===== src/isk_regs.svh =====
// Constants for the increment-skip and OR instruction decoder
`ifndef ISK_REGS_SVH
`define ISK_REGS_SVH
`define ISK_INSTR_W        12
`define ISK_DATA_W         8
`define ISK_ADDR_W         5
`define ISK_OP6_INCSKIP    6'h0F
`define ISK_OP6_ORFILE     6'h04
`define ISK_OP4_ORLIT      4'hD
`define ISK_DEST_BIT       5
`define ISK_ACC_RESET      8'h00
`define ISK_ZERO_RESET     1'b0
`endif


===== src/isk_pkg.sv =====
// Types for the increment-skip and OR instruction decoder
package isk_pkg;
  typedef enum logic [1:0]
  {
    ISK_OP_NONE,
    ISK_OP_INCSKIP,
    ISK_OP_ORLIT,
    ISK_OP_ORFILE
  } isk_op_t;
  typedef enum logic
  {
    ISK_ST_RUN,
    ISK_ST_SKIP
  } isk_state_t;
endpackage : isk_pkg


===== src/isk_exec.sv =====
// Decode and execute of increment-skip-if-zero and the two OR instructions
//
// Operation
// RULE_01 - Opcode 001111 d fffff increments file register; status flags untouched.
// RULE_02 - Increment result goes to accumulator when d is 0, file when 1.
// RULE_03 - Zero increment result discards the fetched next instruction as a no-op.
// RULE_04 - Opcode 1101 kkkkkkkk ORs the literal into the accumulator in one cycle.
// RULE_05 - Literal OR writes only the accumulator and updates the zero flag.
// RULE_06 - Opcode 000100 d fffff ORs accumulator with file; d picks destination; zero updated.
// RULE_07 - Zero flag set on all-zero OR result, else cleared; file addresses 0 to 31.
`timescale 1ns/100ps
`include "isk_regs.svh"

module isk_exec
  import isk_pkg::*;
(
  // Clock and reset
  input  wire logic                       clock_in,
  input  wire logic                       rst_n_in,
  // Instruction from fetch
  input  wire logic                       instr_valid_in,
  input  wire logic [`ISK_INSTR_W-1:0]    instr_in,
  // File register read port (combinational read data)
  output logic      [`ISK_ADDR_W-1:0]     file_addr_out,
  input  wire logic [`ISK_DATA_W-1:0]     file_rdata_in,
  // File register write port
  output logic                            file_we_out,
  output logic      [`ISK_ADDR_W-1:0]     file_waddr_out,
  output logic      [`ISK_DATA_W-1:0]     file_wdata_out,
  // Core state
  output logic      [`ISK_DATA_W-1:0]     acc_out,
  output logic                            zero_flag_out,
  output logic                            zero_we_out,
  output logic                            skip_out,
  output logic                            busy_out
);

  isk_op_t                    op;
  isk_state_t                 state_reg;
  isk_state_t                 state_next;
  logic                       dest_file;
  logic [`ISK_ADDR_W-1:0]     faddr;
  logic [`ISK_DATA_W-1:0]     lit;
  logic [`ISK_DATA_W-1:0]     result;
  logic                       accept;
  logic [`ISK_DATA_W-1:0]     acc_reg;
  logic                       is_incskip;
  logic                       is_orlit;
  logic                       is_orfile;
  logic                       writes_file;
  logic                       writes_acc;
  logic                       updates_zero;
  logic                       inc_wrapped;

  assign dest_file = instr_in[`ISK_DEST_BIT];
  assign faddr     = instr_in[`ISK_ADDR_W-1:0];                 // [RULE_07]
  assign lit       = instr_in[`ISK_DATA_W-1:0];
  // The instruction after a zero increment is dropped here, not refetched
  assign accept    = instr_valid_in && (state_reg == ISK_ST_RUN); // [RULE_03]

  // One-hot views of the decoded operation, shared by every write-back path
  assign is_incskip   = (op == ISK_OP_INCSKIP);                  // [RULE_01]
  assign is_orlit     = (op == ISK_OP_ORLIT);                    // [RULE_04]
  assign is_orfile    = (op == ISK_OP_ORFILE);                   // [RULE_06]
  // The literal OR names no file, so only the d-bit forms may write one
  assign writes_file  = (is_incskip || is_orfile) && dest_file;  // [RULE_02] [RULE_06]
  assign writes_acc   = is_orlit || ((is_incskip || is_orfile) && !dest_file); // [RULE_05]
  // Increment leaves the flag alone; only the OR forms touch it
  assign updates_zero = is_orlit || is_orfile;                   // [RULE_01] [RULE_05]
  assign inc_wrapped  = is_incskip && (result == 8'h00);         // [RULE_03]

  always_comb
  begin
    op = ISK_OP_NONE;
    if (accept)
    begin
      if (instr_in[11:6] == `ISK_OP6_INCSKIP)
        op = ISK_OP_INCSKIP;                                    // [RULE_01]
      else if (instr_in[11:8] == `ISK_OP4_ORLIT)
        op = ISK_OP_ORLIT;                                      // [RULE_04]
      else if (instr_in[11:6] == `ISK_OP6_ORFILE)
        op = ISK_OP_ORFILE;                                     // [RULE_06]
    end
  end

  always_comb
  begin
    case (op)
      ISK_OP_INCSKIP: result = file_rdata_in + 8'h01;           // [RULE_01]
      ISK_OP_ORLIT:   result = acc_reg | lit;                   // [RULE_04]
      ISK_OP_ORFILE:  result = acc_reg | file_rdata_in;         // [RULE_06]
      default:        result = acc_reg;
    endcase
  end

  always_comb
  begin
    state_next = ISK_ST_RUN;
    case (state_reg)
      ISK_ST_RUN:
      begin
        if (inc_wrapped)
          state_next = ISK_ST_SKIP;                             // [RULE_03]
      end
      ISK_ST_SKIP:
      begin
        // Stay until the discarded word has actually arrived
        if (!instr_valid_in)
          state_next = ISK_ST_SKIP;
      end
      default: state_next = ISK_ST_RUN;
    endcase
  end

  // Read address is combinational so the operand is ready this cycle
  always_comb
  begin
    file_addr_out = faddr;
  end

  always_ff @(posedge clock_in)
  begin
    if (!rst_n_in)
    begin
      state_reg <= ISK_ST_RUN;
    end
    else
    begin
      state_reg <= state_next;                                  // [RULE_03]
    end
  end

  always_ff @(posedge clock_in)
  begin
    if (!rst_n_in)
    begin
      acc_reg <= `ISK_ACC_RESET;
    end
    else if (writes_acc)
    begin
      acc_reg <= result;                                        // [RULE_02] [RULE_05] [RULE_06]
    end
  end

  always_ff @(posedge clock_in)
  begin
    if (!rst_n_in)
    begin
      file_we_out <= 1'b0;
    end
    else
    begin
      file_we_out <= writes_file;                               // [RULE_02]
    end
  end

  // Address and data follow every cycle; only the enable qualifies them
  always_ff @(posedge clock_in)
  begin
    if (!rst_n_in)
    begin
      file_waddr_out <= '0;
    end
    else
    begin
      file_waddr_out <= faddr;                                  // [RULE_07]
    end
  end

  always_ff @(posedge clock_in)
  begin
    if (!rst_n_in)
    begin
      file_wdata_out <= '0;
    end
    else
    begin
      file_wdata_out <= result;
    end
  end

  always_ff @(posedge clock_in)
  begin
    if (!rst_n_in)
    begin
      zero_we_out <= 1'b0;
    end
    else
    begin
      zero_we_out <= updates_zero;                              // [RULE_01] [RULE_05]
    end
  end

  always_ff @(posedge clock_in)
  begin
    if (!rst_n_in)
    begin
      zero_flag_out <= `ISK_ZERO_RESET;
    end
    else if (updates_zero)
    begin
      zero_flag_out <= (result == 8'h00);                       // [RULE_07]
    end
  end

  always_ff @(posedge clock_in)
  begin
    if (!rst_n_in)
    begin
      skip_out <= 1'b0;
    end
    else
    begin
      skip_out <= (state_next == ISK_ST_SKIP) && (state_reg == ISK_ST_RUN); // [RULE_03]
    end
  end

  // Held until the word after a zero increment has arrived and been dropped
  always_ff @(posedge clock_in)
  begin
    if (!rst_n_in)
    begin
      busy_out <= 1'b0;
    end
    else
    begin
      busy_out <= (state_next == ISK_ST_SKIP);                  // [RULE_03]
    end
  end

  assign acc_out = acc_reg;

endmodule : isk_exec


===== config.mk =====
export PLATFORM = sky130hd
export DESIGN_NAME = isk_exec
export DESIGN_NICKNAME = d
export VERILOG_FILES = /design/src/isk_pkg.sv /design/src/isk_exec.sv
export VERILOG_INCLUDE_DIRS = /design/src
export SDC_FILE = /design/constraint.sdc
export NUM_CORES = 1
export LEC_CHECK = 0
export BUFFER_PORTS_ARGS = -buffer_cell sky130_fd_sc_hd__buf_4
export CORE_MARGIN = 1
export CORE_UTILIZATION = 53
export CTS_BUF_LIST = sky130_fd_sc_hd__clkbuf_2
export DETAILED_ROUTE_END_ITERATION = 12
export PLACE_DENSITY_LB_ADDON = 0.12
export SETUP_SLACK_MARGIN = 0.1
export SYNTH_ARGS = -nofsm -noshare
export SYNTH_HDL_FRONTEND = slang
export SYNTH_SLANG_ARGS = --single-unit

===== constraint.sdc =====
create_clock -name clock_in -period 4.39 [get_ports clock_in]
set_clock_uncertainty 0.05 [all_clocks]
set_input_delay 0.439 -clock clock_in [delete_from_list [all_inputs] [get_ports clock_in]]
set_output_delay 0.439 -clock clock_in [all_outputs]
set_load 0.02 [all_outputs]

* Word level (Yosys, flattened, before mapping) *
Cells that the tools add are included.

cells by class
  mux-type cells = 8
  bitwise operators = 3
  reduce and logical (&&, ||, !) cells = 10
  add/sub/neg operators = 1
  equal/unequal tests = 6

operator list
  operator               count
  $pmux W8 S3            1
  $or A8 B8 Y8           2
  $add A8 B1 Y8 const B  1
  $logic_not A8 Y1       1
  $mux W2                4
  $eq A6 B3 Y1 const B   1
  $eq A6 B4 Y1 const B   1
  $logic_and A1 B1 Y1    5
  $eq A2 B2 Y1 const B   2
  $eq A4 B4 Y1 const B   1
  $logic_or A1 B1 Y1     3
  $eq A2 B1 Y1 const B   1
  $mux W1                2
  $pmux W1 S2            1
  $logic_not A1 Y1       1
  $not A1 Y1             1

storage, ports and cells
  bits of input ports = 23
  word-level logic and storage cells = 36
  output and inout bits = 31
  register bits after elaboration = 26

* Longest topological paths before layout *
Gate-level depths: netlist of run 1.

  depth after elaboration = 12
  gate-level depth with buffers = 8

* Worst setup path before layout of run 1 *
No wires, ideal clock.

  path type = input port to flip-flop
  start point = in instr_in[11]
  end point = reg busy_out
  stages = 7
  slack = 1.968 ns
  data required time = 4.244 ns
  arrival = 2.276 ns
  buffers on the path = 1
  setup time = 0.096 ns
  path through = or4_4 > buf_6 > a211oi_4 > mux2i_1 > o22ai_2 > nand4_2 > o41ai_2

on the way
  cells in the longest elaborated chain, start to end = 11
  elaborated cells on any way between the ends = 15

ends and longest elaborated chain
  item                                          RTL line                        text
  from (decl)                                   isk_exec.sv:22                  input wire logic [`ISK_INSTR_W-1:0] instr_in,
  $eq A6 B3 Y1 (no source line)                 n/a
  $mux W2                                       isk_exec.sv:81                  else if (instr_in[11:6] == `ISK_OP6_ORFILE)
  $mux W2                                       isk_exec.sv:79                  else if (instr_in[11:8] == `ISK_OP4_ORLIT)
  $mux W2 *                                     isk_exec.sv:77                  if (instr_in[11:6] == `ISK_OP6_INCSKIP)
  $mux W2 *                                     isk_exec.sv:75                  if (accept)
  $eq A2 B2 Y1 or $eq A2 B1 Y1 (tied branches)  isk_exec.sv:88, isk_exec.sv:62
  $pmux W8 S3                                   isk_exec.sv:88                  case (op)
  $logic_not A8 Y1                              isk_exec.sv:70                  assign inc_wrapped = is_incskip && (result == 8'h00);
  $logic_and A1 B1 Y1 *                         isk_exec.sv:70
  $mux W1 *                                     isk_exec.sv:102                 if (inc_wrapped)
  $pmux W1 S2 *                                 isk_exec.sv:99                  case (state_reg)
  to (signal assigned)                          isk_exec.sv:227                 busy_out <= (state_next == ISK_ST_SKIP);
  to (decl)                                     isk_exec.sv:35                  output logic busy_out

Every way passes the cells marked *; elsewhere a longest branch is shown, timed or not.
A chain may end at the register's enable or synchronous reset.

==> results of run 1 <==
## final cells by class
class | count | area [sq um] | area share
Tap cell | 28 | 35.0 | 0.0199
Clock inverter | 1 | 30.0 | 0.0171
Inverter | 4 | 15.0 | 0.00854
Multi-Input combinational cell | 113 | 744 | 0.423
Clock buffer | 3 | 15.0 | 0.00854
Timing Repair Buffer | 53 | 398 | 0.226
Sequential cell | 26 | 520 | 0.296
## layout by cell type, fill, tap and decap left out, types with 2 or more instances in the layout
master	netlist	final
o21ai_0	3	3
o21ai_1	2	2
o22ai_2	4	4
o22ai_1	3	3
nand2b_1	5	5
nand3_1	8	8
xnor2_1	3	3
o211ai_1	2	2
a31oi_1	2	2
inv_1	3	3
nand2_1	13	13
mux2i_1	11	11
xor2_1	3	3
nor3_1	3	3
dfxtp_1	26	26
clkbuf_2	0	3
nand3b_1	2	2
nor2_1	17	17
buf_4	5	53
a21oi_1	10	10
and2_1	6	6
## power by group through the flow
stage | combinational, uW | clock, uW | sequential (uW)
finish | 77.6 | 154 | 242
global route | 84.1 | 160 | 243
CTS | 77.5 | 155 | 242
detailed placement | 77.1 | 0 | 246
global placement | 75.2 | 0 | 246
floorplan | 36.9 | 0 | 252
## how the worst min path moves through the flow
stage | from | endpoint | slack, ns | depth (start not counted)
3_5_place_dp | acc_out[6] | acc_out[6] | 0.42 | 2
4_1_cts | instr_in[0] | file_waddr_out[0] | 0.23 | 2
2_1_floorplan | acc_out[2] | acc_out[2] | 0.49 | 2
3_3_place_gp | acc_out[6] | acc_out[6] | 0.42 | 2
6_report | instr_in[4] | file_waddr_out[4] | 0.23 | 2
5_1_grt | instr_in[0] | file_waddr_out[0] | 0.22 | 2
## sequential cells by signal, summed over array words and instances (netlist names)
register and cells:
acc_out 8, busy_out 1, file_waddr_out 5, file_wdata_out 8, file_we_out 1, skip_out 1, zero_flag_out 1, zero_we_out 1
## logic make-up after synthesis
group | after synthesis | share of synthesized area
xor+xnor | 6 | 0.0388
simple gates | 62 | 0.236
compound gates | 33 | 0.184
flops | 26 | 0.384
mux | 11 | 0.0813
fa+ha+maj | 1 | 0.00923
buf+inv | 14 | 0.0665
## stage by stage
step | cells | total power [uW]
floorplan | 153 | 289
global placement | 224 | 322
detailed placement | 224 | 324
CTS | 228 | 475
global route | 228 | 487
finish | 228 | 474
## critical path: cells and delay by family (launching register included)
family / cells / cell delay, ns
DFF: 1 / 0.42
AOI/OAI and AO/OA: 3 / 0.98
and+or+nand+nor: 3 / 0.92
## per-layer routing
metal | global-route usage | wire, um
met1 | 0.322 | 1440
met2 | 0.443 | 1560
met3 | 0.0464 | 227
met4 | 0.110 | 85
met5 | 0 | 0
==> reports/metrics.csv, run 1 <==
metric,value,unit
outcome,"complete, no violations",
antenna-diode-count,0,
area_growth,29.7,%
final_util,0.758,
clkLatencyLatePin,0.37,ns
cts_htree_levels,1,
cts_setup_buffers,0,
p_sw_frac,0.253,
synth-edff-count,0,
intPower,354,uW
viasPerCell,5.52,
track_usage,0.262,
holdBufCountCts,0,
cts_root_buffer,clkbuf_2,
p_switching,120,uW
synth.distinct_cells,41,
async_reset_ff_frac,0,
overflow,0,
synthesis.area,1360,sq um
dieArea,2760,sq um
r2r_slack,1.95,ns
placedInstanceArea,1710,sq um
fin_crit_sh,0.557,
maxClockFrequency,409,MHz
crit_path_end_kind,flip-flop,
cts_tree,done,
globalplace.congestion,0.944,
slew_viol_final,0,
pin_count,54,
core,2320,sq um
p_leak,0.000781,uW
whs,0.226,ns
crit_path_end,busy_out,
p_comb_frac,0.164,
synth.most_common_cell,dfxtp_1,
worstPathMaxFanout,12,
syn_inst,153,
dp_slack,1.60,ns
fillers,189,
routed_wl,3320,um
wl_per_cell,14.5,um
vdd_drop_max,204,uV
crit_required,4.64,ns
ys_warn_count,0,
grt_max_degree,18,
yosysTopAreaCell,dfxtp_1,
layout_setup_ws,1.95,ns
cts_buffers,3,
cts_sinks,26,
drt_first_pass_iters,4,
die_w,52.6,um
clockPowerShare,0.325,
clk_path_buf_depth,2,
setup_tns,0,ns
cp_slowest_stage_delay,0.46,ns
design_area,1760,sq um
reg2reg_to,busy_out,
p_per_area,270,nW/um^2
synth_common_cells,"dfxtp_1, nor2_1, nand2_1",
drt-initial-drc-count,41,
die_h,52.6,um
critPathKind,flip-flop to flip-flop,
slew_headroom,0.431,
path_cells,"and3b_1, o211ai_1, nand2b_2, o21ai_1, nand3_1, o41ai_2",
drc_errors,0,
seqPwrFrac,0.511,
rsz0062_at_grt,no,
finalNetCount,225,
grt_pass1_wl,5140,um
grt_antenna_before_repair,0,
cts_resized,0,
period_minus_slack,2.44,ns
setup_violations,0,
final_hold_viol_count,0,
ant_nets,0,
rows,17,
initial_utilization,0.584,
avgSynthCellArea,8.86,sq um
arrival,2.70,ns
cp-startpoint,busy_out,
maxCapViolCount,0,
vias,1259,
synthDominantCellAreaShare,0.384,
ys_top_cells_by_area,"dfxtp_1, mux2i_1, nor2_1",
yosys_register_bits,26,
hpwl,2530,um
grt_pass1_vias,1110,
portBuffers,53,
synth_fp_nets,177,
reg2reg_from,busy_out,
worst_pin_slew,0.850,ns
r2r_cells,6,
seq_area_frac_synth,0.384,
clk_pin_slew,0.26,ns
worstHoldPathType,input port to flip-flop,
crit_path_start_kind,flip-flop,
synth_flop_cell,dfxtp_1,
drive_gt1_frac,0.335,
worst_path_max_delay_cell,nand2b_2,
Note: power is estimated with default switching activity, not from simulation.
==> run 2, diff against run 1 <==
--- a/config.mk
+++ b/config.mk
@@ -8,7 +8,7 @@
 export LEC_CHECK = 0
 export BUFFER_PORTS_ARGS = -buffer_cell sky130_fd_sc_hd__buf_4
 export CORE_MARGIN = 1
-export CORE_UTILIZATION = 53
+export CORE_UTILIZATION = 50
 export CTS_BUF_LIST = sky130_fd_sc_hd__clkbuf_2
 export DETAILED_ROUTE_END_ITERATION = 12
 export PLACE_DENSITY_LB_ADDON = 0.12
==> constraint.sdc (replaced) <==
create_clock -name clock_in -period 2.4 [get_ports clock_in]
set_clock_uncertainty 0.05 [all_clocks]
set_input_delay 0.24 -clock clock_in [delete_from_list [all_inputs] [get_ports clock_in]]
set_output_delay 0.24 -clock clock_in [all_outputs]
set_load 0.02 [all_outputs]
==> run 2 against run 1 <==
Compared with the run above:
- register-to-register slack worse by 1.7 ns
- first-iteration DRC count increased by 54%
- core utilization shrank 4.0 points
- non-clock buffer count up 5
- design area up 3.0%
- critical path type unchanged
==> reports/metrics.csv, run 2 (synthesis gave the netlist of run 1 again) <==
metric,value,unit,change
finalNetCount,230,,+2.2%
cts_htree_levels,1,,unchanged
wl_per_cell,14.6,um,+0.27%
slew_viol_final,0,,unchanged
cts_resized,0,,unchanged
rows,18,,+1
fin_crit_sh,0.892,,+0.335
arrival,2.38,ns,-0.32 ns
path_cells,"and3b_1, o211ai_1, nand2b_2, buf_4, o22ai_1, nand3_1, o41ai_2",,
cp_slowest_stage_delay,0.40,ns,-0.06 ns
portBuffers,53,,unchanged
drt_first_pass_iters,5,,+1
cts_sinks,26,,unchanged
worstPathMaxFanout,7,,-5
grt_antenna_before_repair,0,,unchanged
maxClockFrequency,467,MHz,+14%
slew_headroom,0.721,,+0.290
grt_max_degree,18,,unchanged
drive_gt1_frac,0.351,,+0.0162
worst_pin_slew,0.415,ns,-0.434 ns
clk_pin_slew,0.25,ns,about the same
core,2520,sq um,+8.8%
final_cells,235,,+3.1%
holdBufCountCts,0,,unchanged
rsz0062_at_grt,no,,
cts_tree,done,,
critical_path.top_delay_family,simple AND/OR/NAND/NOR gates,,
die_h,54.1,um,+2.8%
globalplace.congestion,0.941,,-0.33%
layout.cells.most_common,buf_4,,
clkLatencyLatePin,0.36,ns,about the same
vias,1295,,+2.9%
grt_pass1_wl,5390,um,+4.8%
ant_nets,0,,unchanged
cts_buffers,3,,unchanged
crit_required,2.64,ns,-2.00 ns
drt-initial-drc-count,63,,+54%
vdd_drop_max,416,uV,+100%
p_leak,0.000807,uW,+3.4%
cts_root_buffer,clkbuf_2,,
setup_tns,0,ns,unchanged
pin_count,54,,unchanged
p_total,866,uW,+83%
r2r_slack,0.26,ns,-1.68 ns
hpwl,2710,um,+7.1%
overflow,0,,unchanged
cts_setup_buffers,0,,unchanged
critPathKind,flip-flop to flip-flop,,
drc_errors,0,,unchanged
clk_path_buf_depth,2,,unchanged
worstHoldPathType,input port to flip-flop,,
grt_pass1_vias,1174,,+5.8%
setup_violations,0,,unchanged
crit_path_start_kind,flip-flop,,
antenna-diode-count,0,,unchanged
outcome,"complete, no violations",,
track_usage,0.258,,-0.00363
routed_wl,3430,um,+3.3%
worst_path_max_delay_cell,dfxtp_1,,
period_minus_slack,2.14,ns,-0.305 ns
p_per_area,479,nW/um^2,+77%
die_w,54.1,um,+2.8%
path_buf_inv,1,,+1
initial_utilization,0.537,,-0.0473
dp_slack,0.0952,ns,-1.50 ns
final_cell_mix,"buf_4, dfxtp_1, nor2_1",,
crit_path_end_kind,flip-flop,,
dieArea,2920,sq um,+5.8%
maxCapViolCount,0,,unchanged
post-place-cells,231,,+3.1%
area_growth,33.6,%,
final_hold_viol_count,0,,unchanged
viasPerCell,5.51,,-0.20%
layout_setup_ws,0.260,ns,-1.68 ns
## run 2: area by class of cell
class	count	area, sq um
Timing Repair Buffer	58	448
Clock inverter	1	30.0
Sequential cell	26	520
Inverter	4	15.0
Tap cell	30	37.5
Fill cell	200	712
Multi-Input combinational cell	113	744
Clock buffer	3	15.0
## run 2: final timing paths
| kind | startpoint | end | depth (start not counted) |
|---|---|---|---|
| worst max register to register | busy_out | busy_out | 7 |
| worst max-delay path | busy_out | busy_out | 7 |
| worst min register to register | zero_flag_out | zero_flag_out | 2 |
| worst min-delay path | instr_in[1] | file_waddr_out[1] | 2 |
## run 2: worst reg2reg max path, cell delays in order, from the launching register on
cell and delay (ns):
dfxtp_1 0.40, and3b_1 0.28, o211ai_1 0.12, nand2b_2 0.29
buf_4 0.19, o22ai_1 0.28, nand3_1 0.19, o41ai_2 0.28
## run 2: metal layers
metal | vias up | GRT usage | part of all wire
met4 | 0 | 0.0641 | 0.012
met5 | - | 0 | 0
met2 | 62 | 0.451 | 0.50
met3 | 8 | 0.0593 | 0.076
met1 | 586 | 0.316 | 0.41
li1 | 639 | - | -
## run 2: report_power, final
| part | total, uW | switching, uW | internal [uW] | leakage (uW) |
|---|---|---|---|---|
| clock | 278 | 135 | 143 | 0.0000266 |
| combinational | 145 | 78.3 | 66.8 | 0.000569 |
| sequential | 443 | 2.37 | 441 | 0.000211 |
## run 2: stage by stage
stage	utilization	hold WS (ns)	area [sq um]
after floorplan	-	0.304	1360
after global placement	0.700	0.410	1770
after detailed placement	0.700	0.415	1770
after CTS	0.718	0.0161	1810
after global routing	0.718	0.00684	1810
final	0.718	0.0197	1810
